[config.mk]
export PLATFORM = sky130hd
export DESIGN_NAME = host_power_ctrl
export DESIGN_NICKNAME = d
export VERILOG_FILES = /design/src/inc/host_power_pkg.sv /design/src/hw/host_power_ctrl.sv
export SDC_FILE = /design/constraint.sdc
export NUM_CORES = 1
export LEC_CHECK = 0
export BUFFER_PORTS_ARGS = -buffer_cell sky130_fd_sc_hd__buf_4
export CAP_MARGIN = 20
export CORE_MARGIN = 5
export CORE_UTILIZATION = 52
export CTS_CLUSTER_DIAMETER = 80
export DETAILED_ROUTE_END_ITERATION = 16
export PLACE_DENSITY_LB_ADDON = 0.25
export SETUP_SLACK_MARGIN = 0.2
export SYNTH_ARGS = -nofsm -noshare
export SYNTH_HDL_FRONTEND = slang
export SYNTH_SLANG_ARGS = --single-unit
[constraint.sdc]
create_clock -name CORE_CLK -period 2.24 [get_ports CORE_CLK]
set_clock_uncertainty 0.1 [all_clocks]
set_input_delay 0.56 -clock CORE_CLK [delete_from_list [all_inputs] [get_ports CORE_CLK]]
set_output_delay 0.56 -clock CORE_CLK [all_outputs]
set_load 0.03 [all_outputs]
[src/inc/host_power_pkg.sv]
// package for the host power state and configuration commit block
// assumes a 40 MHz core clock and a byte-wide decoded register port
package host_power_pkg;

    // ==========================================================
    // register map (byte addresses on the register port)
    localparam logic [7:0]  ADDR_THR_LO      = 8'h0A;   // shutdown threshold, low byte
    localparam logic [7:0]  ADDR_THR_HI      = 8'h0B;   // shutdown threshold, high byte
    localparam logic [7:0]  ADDR_COMMIT      = 8'h19;   // configuration commit
    localparam logic [7:0]  ADDR_HOST_UP     = 8'h1C;   // host running flag

    // ==========================================================
    // values
    localparam logic [7:0]  COMMIT_KEY       = 8'h46;   // key that starts a commit
    localparam logic [7:0]  COMMIT_READ_VAL  = 8'h00;   // commit register always reads this
    localparam logic [15:0] THR_RESET        = 16'h025C; // 604 counts, 4.88 mV each
    localparam logic [7:0]  BYTE_ZERO        = 8'h00;   // unmapped reads and cleared flag
    localparam logic [7:0]  FLAG_SET         = 8'h01;   // flag value while host runs

    // ==========================================================
    // timing
    localparam int          CLK_HZ           = 40000000; // core clock rate
    localparam int          CYC_PER_MS       = CLK_HZ / 1000;
    localparam int          LAMP_HALF_MS     = 500;     // half period of the pulsing lamp
    localparam int          SHDN_DELAY_MS    = 5000;    // host shutdown grace time

    // ==========================================================
    // host power states, one-hot
    typedef enum logic [3:0] {
        ST_OFF  = 4'b0001,                               // host unpowered
        ST_BOOT = 4'b0010,                               // powered, booting
        ST_RUN  = 4'b0100,                               // daemon reported up
        ST_SHDN = 4'b1000                                // shutting down
    } host_state_t;

endpackage

[src/hw/host_power_ctrl.sv]
// host running flag, indicator lamp, host power switch and config commit
// assumes a decoded register port (one access per strobe) and an external
// non-volatile store that presents its contents after reset
`timescale 1ns/1ps

// Behaviour
// - volatile one-byte host flag at 0x1C
// - flag zero while host off or booting
// - flag one: lamp steady, touch enabled
// - touch or low battery clears flag
// - shutting down: lamp pulses, then power off
// - writing zero to flag starts shutdown
// - one-byte commit register at 0x19, default zero
// - key 0x46 copies backed config to store
// - other commit values do nothing
// - commit register always reads zero
// - uncommitted changes lost, committed restored
// - shutdown threshold two bytes, default 604
module host_power_ctrl #(
    parameter int LAMP_HALF_CYC = host_power_pkg::LAMP_HALF_MS * host_power_pkg::CYC_PER_MS,
    parameter int SHDN_CYC      = host_power_pkg::SHDN_DELAY_MS * host_power_pkg::CYC_PER_MS,
    parameter int CNT_W         = 32
) (
    input  wire logic        CORE_CLK,    // core clock
    input  wire logic        RSTN,        // async reset, active low
    input  wire logic        CE,          // clock enable, freezes all state when low
    input  wire logic        REG_WR,      // register write strobe
    input  wire logic        REG_RD,      // register read strobe
    input  wire logic [7:0]  REG_ADDR,    // register address
    input  wire logic [7:0]  REG_WDATA,   // register write data
    output logic      [7:0]  REG_RDATA,   // register read data
    input  wire logic        TOUCH,       // touch pad pressed
    input  wire logic [15:0] VBAT,        // measured battery voltage in counts
    input  wire logic [15:0] NV_RDATA,    // stored threshold
    input  wire logic        NV_VALID,    // store holds a committed value
    output logic             NV_WR,       // one-cycle store write pulse
    output logic      [15:0] NV_WDATA,    // value to store
    output logic             HOST_POWER,  // host supply switch on
    output logic             LAMP         // power indicator lamp on
);
    import host_power_pkg::*;

    // ==========================================================
    // parameter checks
    generate
        if (CNT_W < 2 || CNT_W > 32 || LAMP_HALF_CYC < 1 || SHDN_CYC < 1 ||
            longint'(LAMP_HALF_CYC) >= (64'd1 << CNT_W) || longint'(SHDN_CYC) >= (64'd1 << CNT_W)) begin : g_bad
            $error("host_power_ctrl: counter too narrow or counts below one");
        end
    endgenerate

    localparam logic [CNT_W-1:0] LAMP_LAST = CNT_W'(LAMP_HALF_CYC - 1); // lamp toggles after this
    localparam logic [CNT_W-1:0] SHDN_LAST = CNT_W'(SHDN_CYC - 1);      // power drops after this
    localparam logic [CNT_W-1:0] CNT_ZERO  = '0;
    localparam logic [CNT_W-1:0] CNT_ONE   = CNT_W'(1);

    // address match, used for writes and reads
    function automatic logic hit(input logic [7:0] a, input logic [7:0] off);
        hit = (a == off);
    endfunction

    // ==========================================================
    // state
    host_state_t      state_r, state_nxt;       // host power state
    logic [7:0]       flag_r, flag_nxt;         // host running flag
    logic [15:0]      thr_r, thr_nxt;           // shutdown threshold, volatile copy
    logic             loaded_r, loaded_nxt;     // store contents taken after reset
    logic [CNT_W-1:0] lamp_cnt_r, lamp_cnt_nxt; // lamp pulse timer
    logic [CNT_W-1:0] shdn_cnt_r, shdn_cnt_nxt; // shutdown grace timer
    logic [7:0]       rdata_r, rdata_nxt;       // read data
    logic             nv_wr_r, nv_wr_nxt;       // store write pulse
    logic [15:0]      nv_wdata_r, nv_wdata_nxt; // store write data
    logic             power_r, power_nxt;       // host supply
    logic             lamp_r, lamp_nxt;         // lamp drive

    logic wr_flag, wr_commit, low_batt;         // decoded events
    assign wr_flag   = REG_WR && hit(REG_ADDR, ADDR_HOST_UP);
    assign wr_commit = REG_WR && hit(REG_ADDR, ADDR_COMMIT);
    assign low_batt  = VBAT < thr_r;

    // ==========================================================
    // next-state logic
    always_comb begin
        state_nxt    = state_r;
        flag_nxt     = flag_r;
        thr_nxt      = thr_r;
        loaded_nxt   = 1'b1;
        lamp_cnt_nxt = lamp_cnt_r;
        shdn_cnt_nxt = shdn_cnt_r;
        rdata_nxt    = rdata_r;
        nv_wr_nxt    = 1'b0;
        nv_wdata_nxt = nv_wdata_r;
        power_nxt    = power_r;
        lamp_nxt     = lamp_r;

        // restore committed threshold once after reset
        if (!loaded_r) begin
            thr_nxt = NV_VALID ? NV_RDATA : THR_RESET;
        end

        // threshold bytes are plain storage
        if (REG_WR && hit(REG_ADDR, ADDR_THR_LO)) begin
            thr_nxt[7:0] = REG_WDATA;
        end
        if (REG_WR && hit(REG_ADDR, ADDR_THR_HI)) begin
            thr_nxt[15:8] = REG_WDATA;
        end

        // commit copies the live threshold only on the key
        if (wr_commit && REG_WDATA == COMMIT_KEY) begin
            nv_wr_nxt    = 1'b1;
            nv_wdata_nxt = thr_r;
        end

        // register reads
        if (REG_RD) begin
            unique case (1'b1)
                hit(REG_ADDR, ADDR_THR_LO):  rdata_nxt = thr_r[7:0];
                hit(REG_ADDR, ADDR_THR_HI):  rdata_nxt = thr_r[15:8];
                hit(REG_ADDR, ADDR_COMMIT):  rdata_nxt = COMMIT_READ_VAL;
                hit(REG_ADDR, ADDR_HOST_UP): rdata_nxt = flag_r;
                default:                     rdata_nxt = BYTE_ZERO;
            endcase
        end

        // lamp pulse timer runs always, used in boot and shutdown
        if (lamp_cnt_r == LAMP_LAST) begin
            lamp_cnt_nxt = CNT_ZERO;
        end else begin
            lamp_cnt_nxt = lamp_cnt_r + CNT_ONE;
        end

        // host power state machine
        unique case (state_r)
            ST_OFF: begin
                lamp_nxt = 1'b0;
                flag_nxt = BYTE_ZERO;
                if (TOUCH) begin
                    state_nxt = ST_BOOT;
                    power_nxt = 1'b1;
                    flag_nxt  = BYTE_ZERO;
                end
            end
            ST_BOOT: begin
                // lamp pulses while booting
                if (lamp_cnt_r == LAMP_LAST) begin
                    lamp_nxt = !lamp_r;
                end
                if (wr_flag && REG_WDATA != BYTE_ZERO) begin
                    state_nxt = ST_RUN;
                    flag_nxt  = FLAG_SET;
                end else begin
                    flag_nxt = BYTE_ZERO;
                end
            end
            ST_RUN: begin
                lamp_nxt = 1'b1;
                if (TOUCH || low_batt || (wr_flag && REG_WDATA == BYTE_ZERO)) begin
                    state_nxt    = ST_SHDN;
                    flag_nxt     = BYTE_ZERO;
                    shdn_cnt_nxt = CNT_ZERO;
                end
            end
            ST_SHDN: begin
                // the daemon sees the cleared flag and halts the host
                flag_nxt = BYTE_ZERO;
                if (lamp_cnt_r == LAMP_LAST) begin
                    lamp_nxt = !lamp_r;
                end
                if (shdn_cnt_r == SHDN_LAST) begin
                    state_nxt = ST_OFF;
                    power_nxt = 1'b0;
                    flag_nxt  = BYTE_ZERO;
                end else begin
                    shdn_cnt_nxt = shdn_cnt_r + CNT_ONE;
                end
            end
        endcase
    end

    // ==========================================================
    // registers
    always_ff @(posedge CORE_CLK or negedge RSTN) begin
        if (!RSTN) begin
            state_r    <= ST_OFF;
            flag_r     <= BYTE_ZERO;
            thr_r      <= THR_RESET;
            loaded_r   <= 1'b0;
            lamp_cnt_r <= CNT_ZERO;
            shdn_cnt_r <= CNT_ZERO;
            rdata_r    <= BYTE_ZERO;
            nv_wr_r    <= 1'b0;
            nv_wdata_r <= THR_RESET;
            power_r    <= 1'b0;
            lamp_r     <= 1'b0;
        end else if (CE) begin
            state_r    <= state_nxt;
            flag_r     <= flag_nxt;
            thr_r      <= thr_nxt;
            loaded_r   <= loaded_nxt;
            lamp_cnt_r <= lamp_cnt_nxt;
            shdn_cnt_r <= shdn_cnt_nxt;
            rdata_r    <= rdata_nxt;
            nv_wr_r    <= nv_wr_nxt;
            nv_wdata_r <= nv_wdata_nxt;
            power_r    <= power_nxt;
            lamp_r     <= lamp_nxt;
        end
    end

    // outputs straight from flops
    assign REG_RDATA  = rdata_r;
    assign NV_WR      = nv_wr_r;
    assign NV_WDATA   = nv_wdata_r;
    assign HOST_POWER = power_r;
    assign LAMP       = lamp_r;
endmodule // host_power_ctrl

==> results_dict.tcl, run 1 <==
set metrics [dict create \
    start_kind "register" \
    layout-drive-gt1-share_pct 47.2 \
    syn_nets 734 \
    viasPerCell 6.33 \
    crit_type "register to register" \
    finalCritPeriodShare_pct 108 \
    dr.pass1.iters 6 \
    routedWlPerCell_microns 22.2 \
    synth_seq_area_share_pct 47.0 \
    p_leak_nw 4.06 \
    antenna_found_initial 0 \
    critPathLaunch "thr_r[2]" \
    power_switching_w 0.00162 \
    clock_latency_ps 430 \
    critical-path-slowest-cell "dfstp_2" \
    hold_path.startpoint "REG_WDATA[0]" \
    fp.coreArea_sq_mm 0.0114 \
    pwr-share-clk_pct 47.7 \
    die_x_microns 118 \
    final_max_slew_viol_count 0 \
    setup_viol 38 \
    fillers 622 \
    area_growth_pct 53.4 \
    fmax_mhz 412 \
    synthArstFlopShare_pct 100 \
    finalPower_w 0.00587 \
    powerDensity_mw_per_mm2 633 \
    critPathBufInv 1 \
    wirelength_microns 22300 \
    syn_inst 662 \
    p_comb_share_pct 14.1 \
    drt_iter0_drc 563 \
    layout_min_cycle_time_ps 2430 \
    slowest_delay_ps 540 \
    rsz0062_at_grt "true" \
    seqPwrFrac_pct 38.2 \
    grt_pass1_wl_microns 31900 \
    grt_use_total_pct 28.7 \
    grt_max_degree 48 \
    cp_cell_sequence "inv_2, ha_4, o21a_1, nor2_1, or4_4, nand3_4, nand3_4, nand2_2, mux2_4" \
    critical_path_arrival_ps 2630 \
    ant_nets 0 \
    cts_made_buffers 17 \
    port_buffers 81 \
    worstPathRequired_ps 2440 \
    synth_cell_types 60 \
    cts_root_buf "clkbuf_16" \
    ys_warn_count 0 \
    regToRegStartpoint "thr_r[2]" \
    syn_area_sq_mm 0.00604 \
    cts_max_level 4 \
    p_int_w 0.00425 \
    violations "negative setup slack" \
    cap_violations 0 \
    avgSynthCellArea_sq_um 9.13 \
    start_util_pct 52.9 \
    drt_drc_violations_left 0 \
    outcome "finished with violations" \
    die_area_sq_mm 0.0139 \
    holdCritPathClass "primary input to register" \
    synth_flop_cell "dfrtp_1" \
    hold_viol_final 0 \
    grt.overflow.total 0 \
    end_kind "register" \
    critPathTopFamily "simple AND/OR/NAND/NOR gates" \
    dp_hpwl_microns 12000 \
    cts.sinks 113 \
    synth_seq_cells 113 \
    dp.cells 941 \
    clk_pin_slew_ps 60 \
    power_switching_share_pct 27.5 \
    timing.final.ws_setup_ps -185 \
    synth_edf_count 0 \
    core.rowCount 39 \
    vias 6371 \
    n_antenna_cell 0 \
    tritoncts "yes" \
    nNetsFinal 922 \
    layout.cells.non_filler 1006 \
    cts_max_path_buffers 2 \
    grt_pass1_vias 6336 \
    slew-limit-headroom_pct 53.8 \
    die_h_microns 118 \
    crit_top_cell "nand3_4" \
    place_congestion 0.954 \
    mostFrequentLayoutCells "buf_4 (163), dfrtp_1 (101), nand2_1 (67)" \
    ir_worst_vdd_uv 777 \
    tightest_slew_ps 693 \
    top_level_ports 82 \
    final_common_cell "buf_4" \
    cp_max_fo 3 \
]
[area by class of cell]
| type | instances | area [sq um] | area share, % |
|---|---|---|---|
| flip-flops and latches | 113 | 2840 | 30.6 |
| clock inverters | 13 | 153 | 1.65 |
| inverters | 29 | 109 | 1.17 |
| well taps | 143 | 179 | 1.93 |
| clock buffers | 19 | 453 | 4.88 |
| multi-input cells | 495 | 3840 | 41.4 |
| repair buffers | 194 | 1700 | 18.3 |
[cells by family after synthesis]
group                    count (synthesis)  share of synthesized area (%)
AND/OR/NAND/NOR                        283                           24.0
AO/OA/AOI/OAI                          146                           14.4
flip-flops                             113                           47.0
buffers and inverters                   58                           4.10
XOR/XNOR                                31                           4.49
adder cells (fa/ha/maj)                 17                           3.52
multiplexers                            14                           2.40
[worst register-to-register path, cell delays in order, from the launching register on]
cell and delay [ps]:
dfstp_2 540, inv_2 60, ha_4 250, o21a_1 110
nor2_1 40, or4_4 540, nand3_4 140, nand3_4 120
nand2_2 110, mux2_4 290
[stage by stage]
| stage | instance area [sq um] | utilization, % | hold slack [ps] | setup slack, ps | TNS, ps |
|---|---|---|---|---|---|
| after detailed placement | 7450 | 65.2 | 363 | -473 | -23020 |
| after global placement | 7450 | 65.2 | 356 | -384 | -19470 |
| after floorplan | 6180 | - | 164 | -182 | -8180 |
| after global routing | 9280 | 81.2 | 319 | -259 | -7510 |
| after CTS | 8620 | 75.5 | 310 | -123 | -2920 |
| final | 9280 | 81.2 | 324 | -185 | -4940 |
[cells in the mapped netlist (3+ instances only)]
master	count	share of area, %
nor4_1	8	0.83
o211ai_1	6	0.75
and2_1	4	0.41
dfrtp_1	102	42
mux2i_1	10	1.7
a211oi_1	8	0.99
and3_1	16	1.7
ha_1	17	3.5
inv_1	29	1.8
nand2b_1	6	0.62
nand2_1	97	6.0
nand4_1	13	1.3
xnor2_1	15	2.2
a21oi_1	33	2.7
nand3b_1	7	0.87
buf_4	3	0.37
dfstp_2	11	4.8
and4_1	3	0.43
or4_1	5	0.62
a31oi_1	11	1.1
nor3_1	21	1.7
buf_2	9	0.75
nand3_1	41	3.4
nor4b_1	3	0.43
clkbuf_1	14	0.87
or3_1	4	0.41
o21ai_0	61	5.1
or2_2	4	0.41
nor2_1	39	2.4
a22o_1	3	0.43
mux2_2	4	0.75
xor2_1	16	2.3
o31ai_1	7	0.87
[registers in the layout (all words and copies together), names as in the netlist]
name	cells
NV_WR	1
lamp_cnt_r	32
flag_r	1
thr_r	16
NV_WDATA	16
HOST_POWER	1
loaded_r	1
shdn_cnt_r	32
LAMP	1
REG_RDATA	8
state_r	4
[per-layer routing]
metal  track usage (%)  routed length, microns  vias up
li1                  -                       -     2743
met1              35.0                    8330     3152
met2              46.1                   11000      355
met3              8.36                    1630      121
met4              15.3                    1370        0
met5                 0                       0        -
[power groups by stage]
stage	Sequential [W]	Combinational, W	Clock, W
after floorplan	0.00225	0.000253	0
after global placement	0.00225	0.000561	0
after detailed placement	0.00226	0.000580	0
after CTS	0.00223	0.000701	0.00279
after global routing	0.00225	0.000881	0.00293
final	0.00224	0.000825	0.00280
[what timing repair did]
item	in CTS	in global routing
endpoints found under the hold margin	12	0
pin swaps	46	61
setup endpoints to repair	73	95
resized for setup	84	151
hold buffers	1	0
gates cloned	5	4
setup buffers	17	6
[path summary, 6_finish.rpt]
path / slack (ps) / depth (start not counted) / to
max in group asynchronous: 840 / 3 / thr_r[4]
hold reg to reg: 380 / 2 / NV_WDATA[9]
min in group asynchronous: 550 / 2 / shdn_cnt_r[5]
hold / removal: 320 / 3 / thr_r[0]
setup / recovery: -190 / 9 / flag_r[0]
setup reg to reg: -190 / 9 / flag_r[0]
Power figures use the tool's default switching activity.
==> inputs of run 2 (changes only) <==
--- a/config.mk
+++ b/config.mk
@@ -8,7 +8,7 @@
 export BUFFER_PORTS_ARGS = -buffer_cell sky130_fd_sc_hd__buf_4
 export CAP_MARGIN = 20
 export CORE_MARGIN = 5
-export CORE_UTILIZATION = 52
+export CORE_UTILIZATION = 45
 export CTS_CLUSTER_DIAMETER = 80
 export DETAILED_ROUTE_END_ITERATION = 16
 export PLACE_DENSITY_LB_ADDON = 0.25
@@ -16,3 +16,4 @@
 export SYNTH_ARGS = -nofsm -noshare
 export SYNTH_HDL_FRONTEND = slang
 export SYNTH_SLANG_ARGS = --single-unit
+export TNS_END_PERCENT = 100
==> run 2 against run 1 <==
  * The run still ends with negative setup slack left
  * Flip-flop and latch count unchanged
  * Die area up 14%
  * Final cell count grew 5.0%
  * Core utilization shrank 9.7 points
  * Worst setup slack worse by 37 ps
  * Global-route usage is 4.5 points lower
  * Routed wire length is 6.1% lower
  * Via count shrank 2.6%
  * Maximum frequency decreased by 1.5%
  * Power down 0.62%
  * Design area up 1.7%
==> results_dict.tcl, run 2 (same netlist as run 1, synthesis figures left out) <==
set metrics [dict create \
    critical_path_arrival_ps 2650 \
    timing.final.ws_setup_ps -222 \
    slew-limit-headroom_pct 61.6 \
    p_comb_share_pct 13.7 \
    rsz0062_at_grt "true" \
    finalCritPeriodShare_pct 110 \
    power_switching_share_pct 25.5 \
    clk_pin_slew_ps 60 \
    dp_hpwl_microns 11900 \
    n_antenna_cell 0 \
    die_h_microns 126 \
    end_kind "register" \
    tritoncts "yes" \
    violations "negative setup slack" \
    hold_ws_ps 356 \
    drt_iter0_drc 592 \
    pwr-share-clk_pct 47.9 \
    grt_pass1_vias 6232 \
    outcome "finished with violations" \
    cts.sinks 113 \
    port_buffers 81 \
    holdCritPathClass "primary input to register" \
    top_regs "lamp_cnt_r: 32 flops, shdn_cnt_r: 32 flops" \
    viasPerCell 5.88 \
    power_switching_w 0.00148 \
    ir_worst_vdd_uv 587 \
    routedWlPerCell_microns 19.9 \
    setup_viol 44 \
    place_congestion 0.893 \
    fp.coreArea_sq_mm 0.0132 \
    layout-drive-gt1-share_pct 44.3 \
    core.rowCount 42 \
    fmax_mhz 406 \
    cp_max_fo 8 \
    cap_violations 0 \
    mostFrequentLayoutCells "buf_4 (169), dfrtp_1 (101), nand2_1 (79)" \
    seqPwrFrac_pct 38.4 \
    wirelength_microns 21000 \
    crit_type "register to register" \
    grt_use_total_pct 24.2 \
    cts_max_level 4 \
    utilization_pct 71.5 \
    nNetsFinal 939 \
    clock_latency_ps 420 \
    hold_viol_final 0 \
    powerDensity_mw_per_mm2 619 \
    start_kind "register" \
    grt_max_degree 46 \
    cts_made_buffers 17 \
    die_area_sq_mm 0.0158 \
    cts_root_buf "clkbuf_16" \
    ant_nets 0 \
    grt_pass1_wl_microns 31000 \
    vias 6205 \
    place_ws_ps -426 \
    p_leak_nw 4.18 \
    setup_tns_ps -5230 \
    layout.cells.non_filler 1056 \
    start_util_pct 45.8 \
    layout_min_cycle_time_ps 2460 \
    tightest_slew_ps 575 \
    p_int_w 0.00435 \
    worstPathRequired_ps 2430 \
    drt_drc_violations_left 0 \
    die_x_microns 126 \
    dr.pass1.iters 5 \
    dp.cells 980 \
    final_common_cell "buf_4" \
    cts_max_path_buffers 2 \
    final_max_slew_viol_count 0 \
    antenna_found_initial 0 \
    top_level_ports 82 \
    area_growth_pct 56.0 \
    grt.overflow.total 0 \
]
run 2: changes by cell type in the layout (fill, tap and decap cells not counted), moves of 4 or more:
cell      previous run  this run
o21ai_2             25        21
a21oi_1             16        22
inv_2                7         3
buf_16               0         4
o21ai_1             22        26
nand2_1             67        79
a21oi_2             16        10
buf_6               14        23
inv_1               22        26
clkinv_4             4         0
buf_4              163       169
nand2_2             22         8
run 2: stage by stage:
step / area [sq um] / total power (W)
after floorplan: 6180 / 0.00250
after global placement: 7530 / 0.00281
after detailed placement: 7530 / 0.00284
after CTS: 8890 / 0.00573
after global routing: 9430 / 0.00602
final: 9430 / 0.00583
run 2: worst max-delay path, cell delays in order (launching register included):
cell and delay [ps]:
dfrtp_1 390, inv_1 90, ha_1 240, buf_4 140, a21oi_1 180, nand2_1 110
a21oi_2 190, nand3_4 160, buf_12 170, a31o_4 280, o21ai_2 180, o31ai_2 110
run 2: final timing paths:
check / slack [ps] / from / cells past startpoint / endpoint
setup / recovery: -220 / thr_r[10] / 11 / shdn_cnt_r[25]
max in group asynchronous: 900 / RSTN / 3 / state_r[0]
setup reg to reg: -220 / thr_r[10] / 11 / shdn_cnt_r[25]
hold reg to reg: 370 / NV_WDATA[4] / 2 / NV_WDATA[4]
hold / removal: 360 / REG_WDATA[0] / 3 / thr_r[0]
min in group asynchronous: 520 / RSTN / 2 / lamp_cnt_r[21]
run 2: layout make-up:
class / instances / area (sq um)
Multi-Input combinational cell: 496 / 3760
Fill cell: 857 / 3760
Tap cell: 176 / 220
Timing Repair Buffer: 210 / 1890
Inverter: 29 / 109
Clock inverter: 10 / 133
Sequential cell: 113 / 2840
Clock buffer: 22 / 474
run 2: power by group through the flow:
stage / combinational, W / sequential [W] / clock, W
6_report: 0.000799 / 0.00224 / 0.00280
5_1_grt: 0.000862 / 0.00225 / 0.00290
4_1_cts: 0.000712 / 0.00223 / 0.00279
3_5_place_dp: 0.000581 / 0.00226 / 0
3_3_place_gp: 0.000559 / 0.00225 / 0
2_1_floorplan: 0.000253 / 0.00225 / 0
run 2: timing repair:
item,in CTS,in global routing
hold endpoints to repair,26,0
pin swaps,57,31
endpoints found under the setup margin,77,90
resized for setup,107,104
buffers inserted,18,14
hold buffers,1,0
cloned,11,0
run 2: metal layers:
layer	wire, microns	track usage, %
met1	8000	30.1
met2	10600	40.3
met3	1440	5.84
met4	953	10.5
met5	0	0
==> inputs of run 3 (changes only) <==
--- a/config.mk
+++ b/config.mk
@@ -7,7 +7,7 @@
 export LEC_CHECK = 0
 export BUFFER_PORTS_ARGS = -buffer_cell sky130_fd_sc_hd__buf_4
 export CAP_MARGIN = 20
-export CORE_MARGIN = 5
+export CORE_MARGIN = 3
 export CORE_UTILIZATION = 45
 export CTS_CLUSTER_DIAMETER = 80
 export DETAILED_ROUTE_END_ITERATION = 16
==> run 3 against run 2 <==
  * The flow still finishes with violations (negative setup slack)
  * Maximum frequency down 0.26%
  * Worst setup slack worse by 6.4 ps
  * First-iteration DRC count down 6.4%
  * Die area down 6.3%
  * Combinational power down 4.6%
  * Core utilization up 1.2 points
  * Design area down 0.74%
  * Non-clock buffer count down 5
  * Sequential power about the same
  * Final cell count down 1.0%
  * Clock power up 8.2%
  * Via count down 1.1%
==> results_dict.tcl, run 3 (same netlist as run 1, synthesis figures left out) <==
set metrics [dict create \
    n_antenna_cell 0 \
    vias 6136 \
    ant_nets 0 \
    tritoncts "yes" \
    outcome "finished with violations" \
    start_kind "register" \
    routedWlPerCell_microns 19.2 \
    cts_max_path_buffers 2 \
    cp_max_fo 9 \
    p_leak_nw 4.16 \
    dp.cells 974 \
    core.rowCount 41 \
    cts_max_level 4 \
    grt.overflow.total 0 \
    final_common_cell "buf_4" \
    die_h_microns 122 \
    antenna_found_initial 0 \
    area_growth_pct 54.8 \
    grt_use_total_pct 25.9 \
    top_level_ports 82 \
    hold_viol_final 0 \
    holdCritPathClass "primary input to async pin" \
    regToRegStartpoint "thr_r[7]" \
    timing.final.ws_setup_ps -229 \
    ff2ff_path_depth 9 \
    rrSetupSlack_ps -230 \
    finalCritPeriodShare_pct 110 \
    top_regs "lamp_cnt_r: 32 flops, shdn_cnt_r: 32 flops" \
    powerDensity_mw_per_mm2 645 \
    dp_hpwl_microns 11900 \
    grt_max_degree 45 \
    violations "negative setup slack" \
    ir_worst_vdd_uv 515 \
    start_util_pct 46.9 \
    layout.cells.non_filler 1045 \
    grt_pass1_vias 5955 \
    viasPerCell 5.87 \
    drt_drc_violations_left 0 \
    mostFrequentLayoutCells "buf_4 (165), dfrtp_1 (101), nand2_1 (81)" \
    nNetsFinal 932 \
    tightest_slew_ps 801 \
    utilization_pct 72.7 \
    cts_root_buf "clkbuf_16" \
    clock_latency_ps 420 \
    layout_min_cycle_time_ps 2470 \
    cts_made_buffers 17 \
    cap_violations 0 \
    regToRegEndpoint "shdn_cnt_r[12]" \
    port_buffers 81 \
    fp.coreArea_sq_mm 0.0129 \
    worstPathRequired_ps 2440 \
    drt_iter0_drc 554 \
    cts.sinks 113 \
    setup_tns_ps -5970 \
    setup_viol 43 \
    clk_pin_slew_ps 60 \
    layout-drive-gt1-share_pct 42.8 \
    critPathLaunch "thr_r[7]" \
    final_max_slew_viol_count 0 \
    die_x_microns 122 \
    place_congestion 0.873 \
    critical_path_arrival_ps 2670 \
    die_area_sq_mm 0.0149 \
    dr.pass1.iters 5 \
    rsz0062_at_grt "true" \
    fmax_mhz 405 \
    wirelength_microns 20100 \
    end_kind "register" \
    grt_pass1_wl_microns 30100 \
    crit_type "register to register" \
    slew-limit-headroom_pct 46.6 \
    fillers 845 \
]
run 3: changes by cell type in the layout (fill, tap and decap cells not counted), sizes merged:
cell,before,now
a31o,5,4
clkinv,4,3
o21ai,64,63
inv,29,30
bufinv,3,5
clkinvlp,3,4
buf,209,203
clkbuf,22,21
dlygate4sd3,1,0
run 3: timing repair:
item	4_1_cts	5_1_grt
endpoints found under the hold margin	0	0
hold buffers	0	0
cloned	7	3
endpoints found under the setup margin	85	96
resized for setup	111	88
setup buffers	23	6
pin swaps	45	32
run 3: area by class of cell:
cell class,count,area [sq um],share of cell area (%)
clock buffer,19,453,4.84
clock inverter,13,208,2.22
inverter,29,109,1.16
multi-input combinational,494,3670,39.2
sequential,113,2840,30.4
tap,172,215,2.30
timing repair buffer,205,1860,19.9
run 3: critical path, stage by stage (launching register included):
cell	delay (ps)
dfrtp_1	390
inv_1	120
ha_1	290
a21oi_2	200
o21ai_0	160
a21oi_1	280
nand3_4	200
a31o_4	330
o21ai_1	180
o31ai_2	80
run 3: worst max path at each step:
stage	endpoint	slack [ps]
5_1_grt	state_r[0]	-260
2_1_floorplan	shdn_cnt_r[20]	-180
6_report	shdn_cnt_r[12]	-230
3_3_place_gp	shdn_cnt_r[18]	-380
4_1_cts	flag_r[0]	-120
3_5_place_dp	shdn_cnt_r[29]	-400
run 3: per-stage QoR:
stage	setup slack [ps]	hold WS, ps	total power [W]	instance area, sq um
4_1_cts	-121	38.8	0.00594	8920
2_1_floorplan	-182	164	0.00250	6180
5_1_grt	-257	53.5	0.00622	9360
3_3_place_gp	-382	356	0.00282	7530
3_5_place_dp	-398	359	0.00286	7530
6_report	-229	31.2	0.00603	9360
run 3: per-layer routing:
layer	wire (microns)	track usage [%]	part of all wire, %	vias to the layer above
met5	0	0	0	-
met4	902	13.0	4.5	0
met3	1330	4.69	6.6	75
met2	9760	41.2	49	319
met1	8100	34.2	40	2973
li1	-	-	-	2769
run 3: power breakdown:
group          switching, W  internal (W)
logic              0.000406      0.000356
clock network       0.00100       0.00203
registers         0.0000942       0.00214
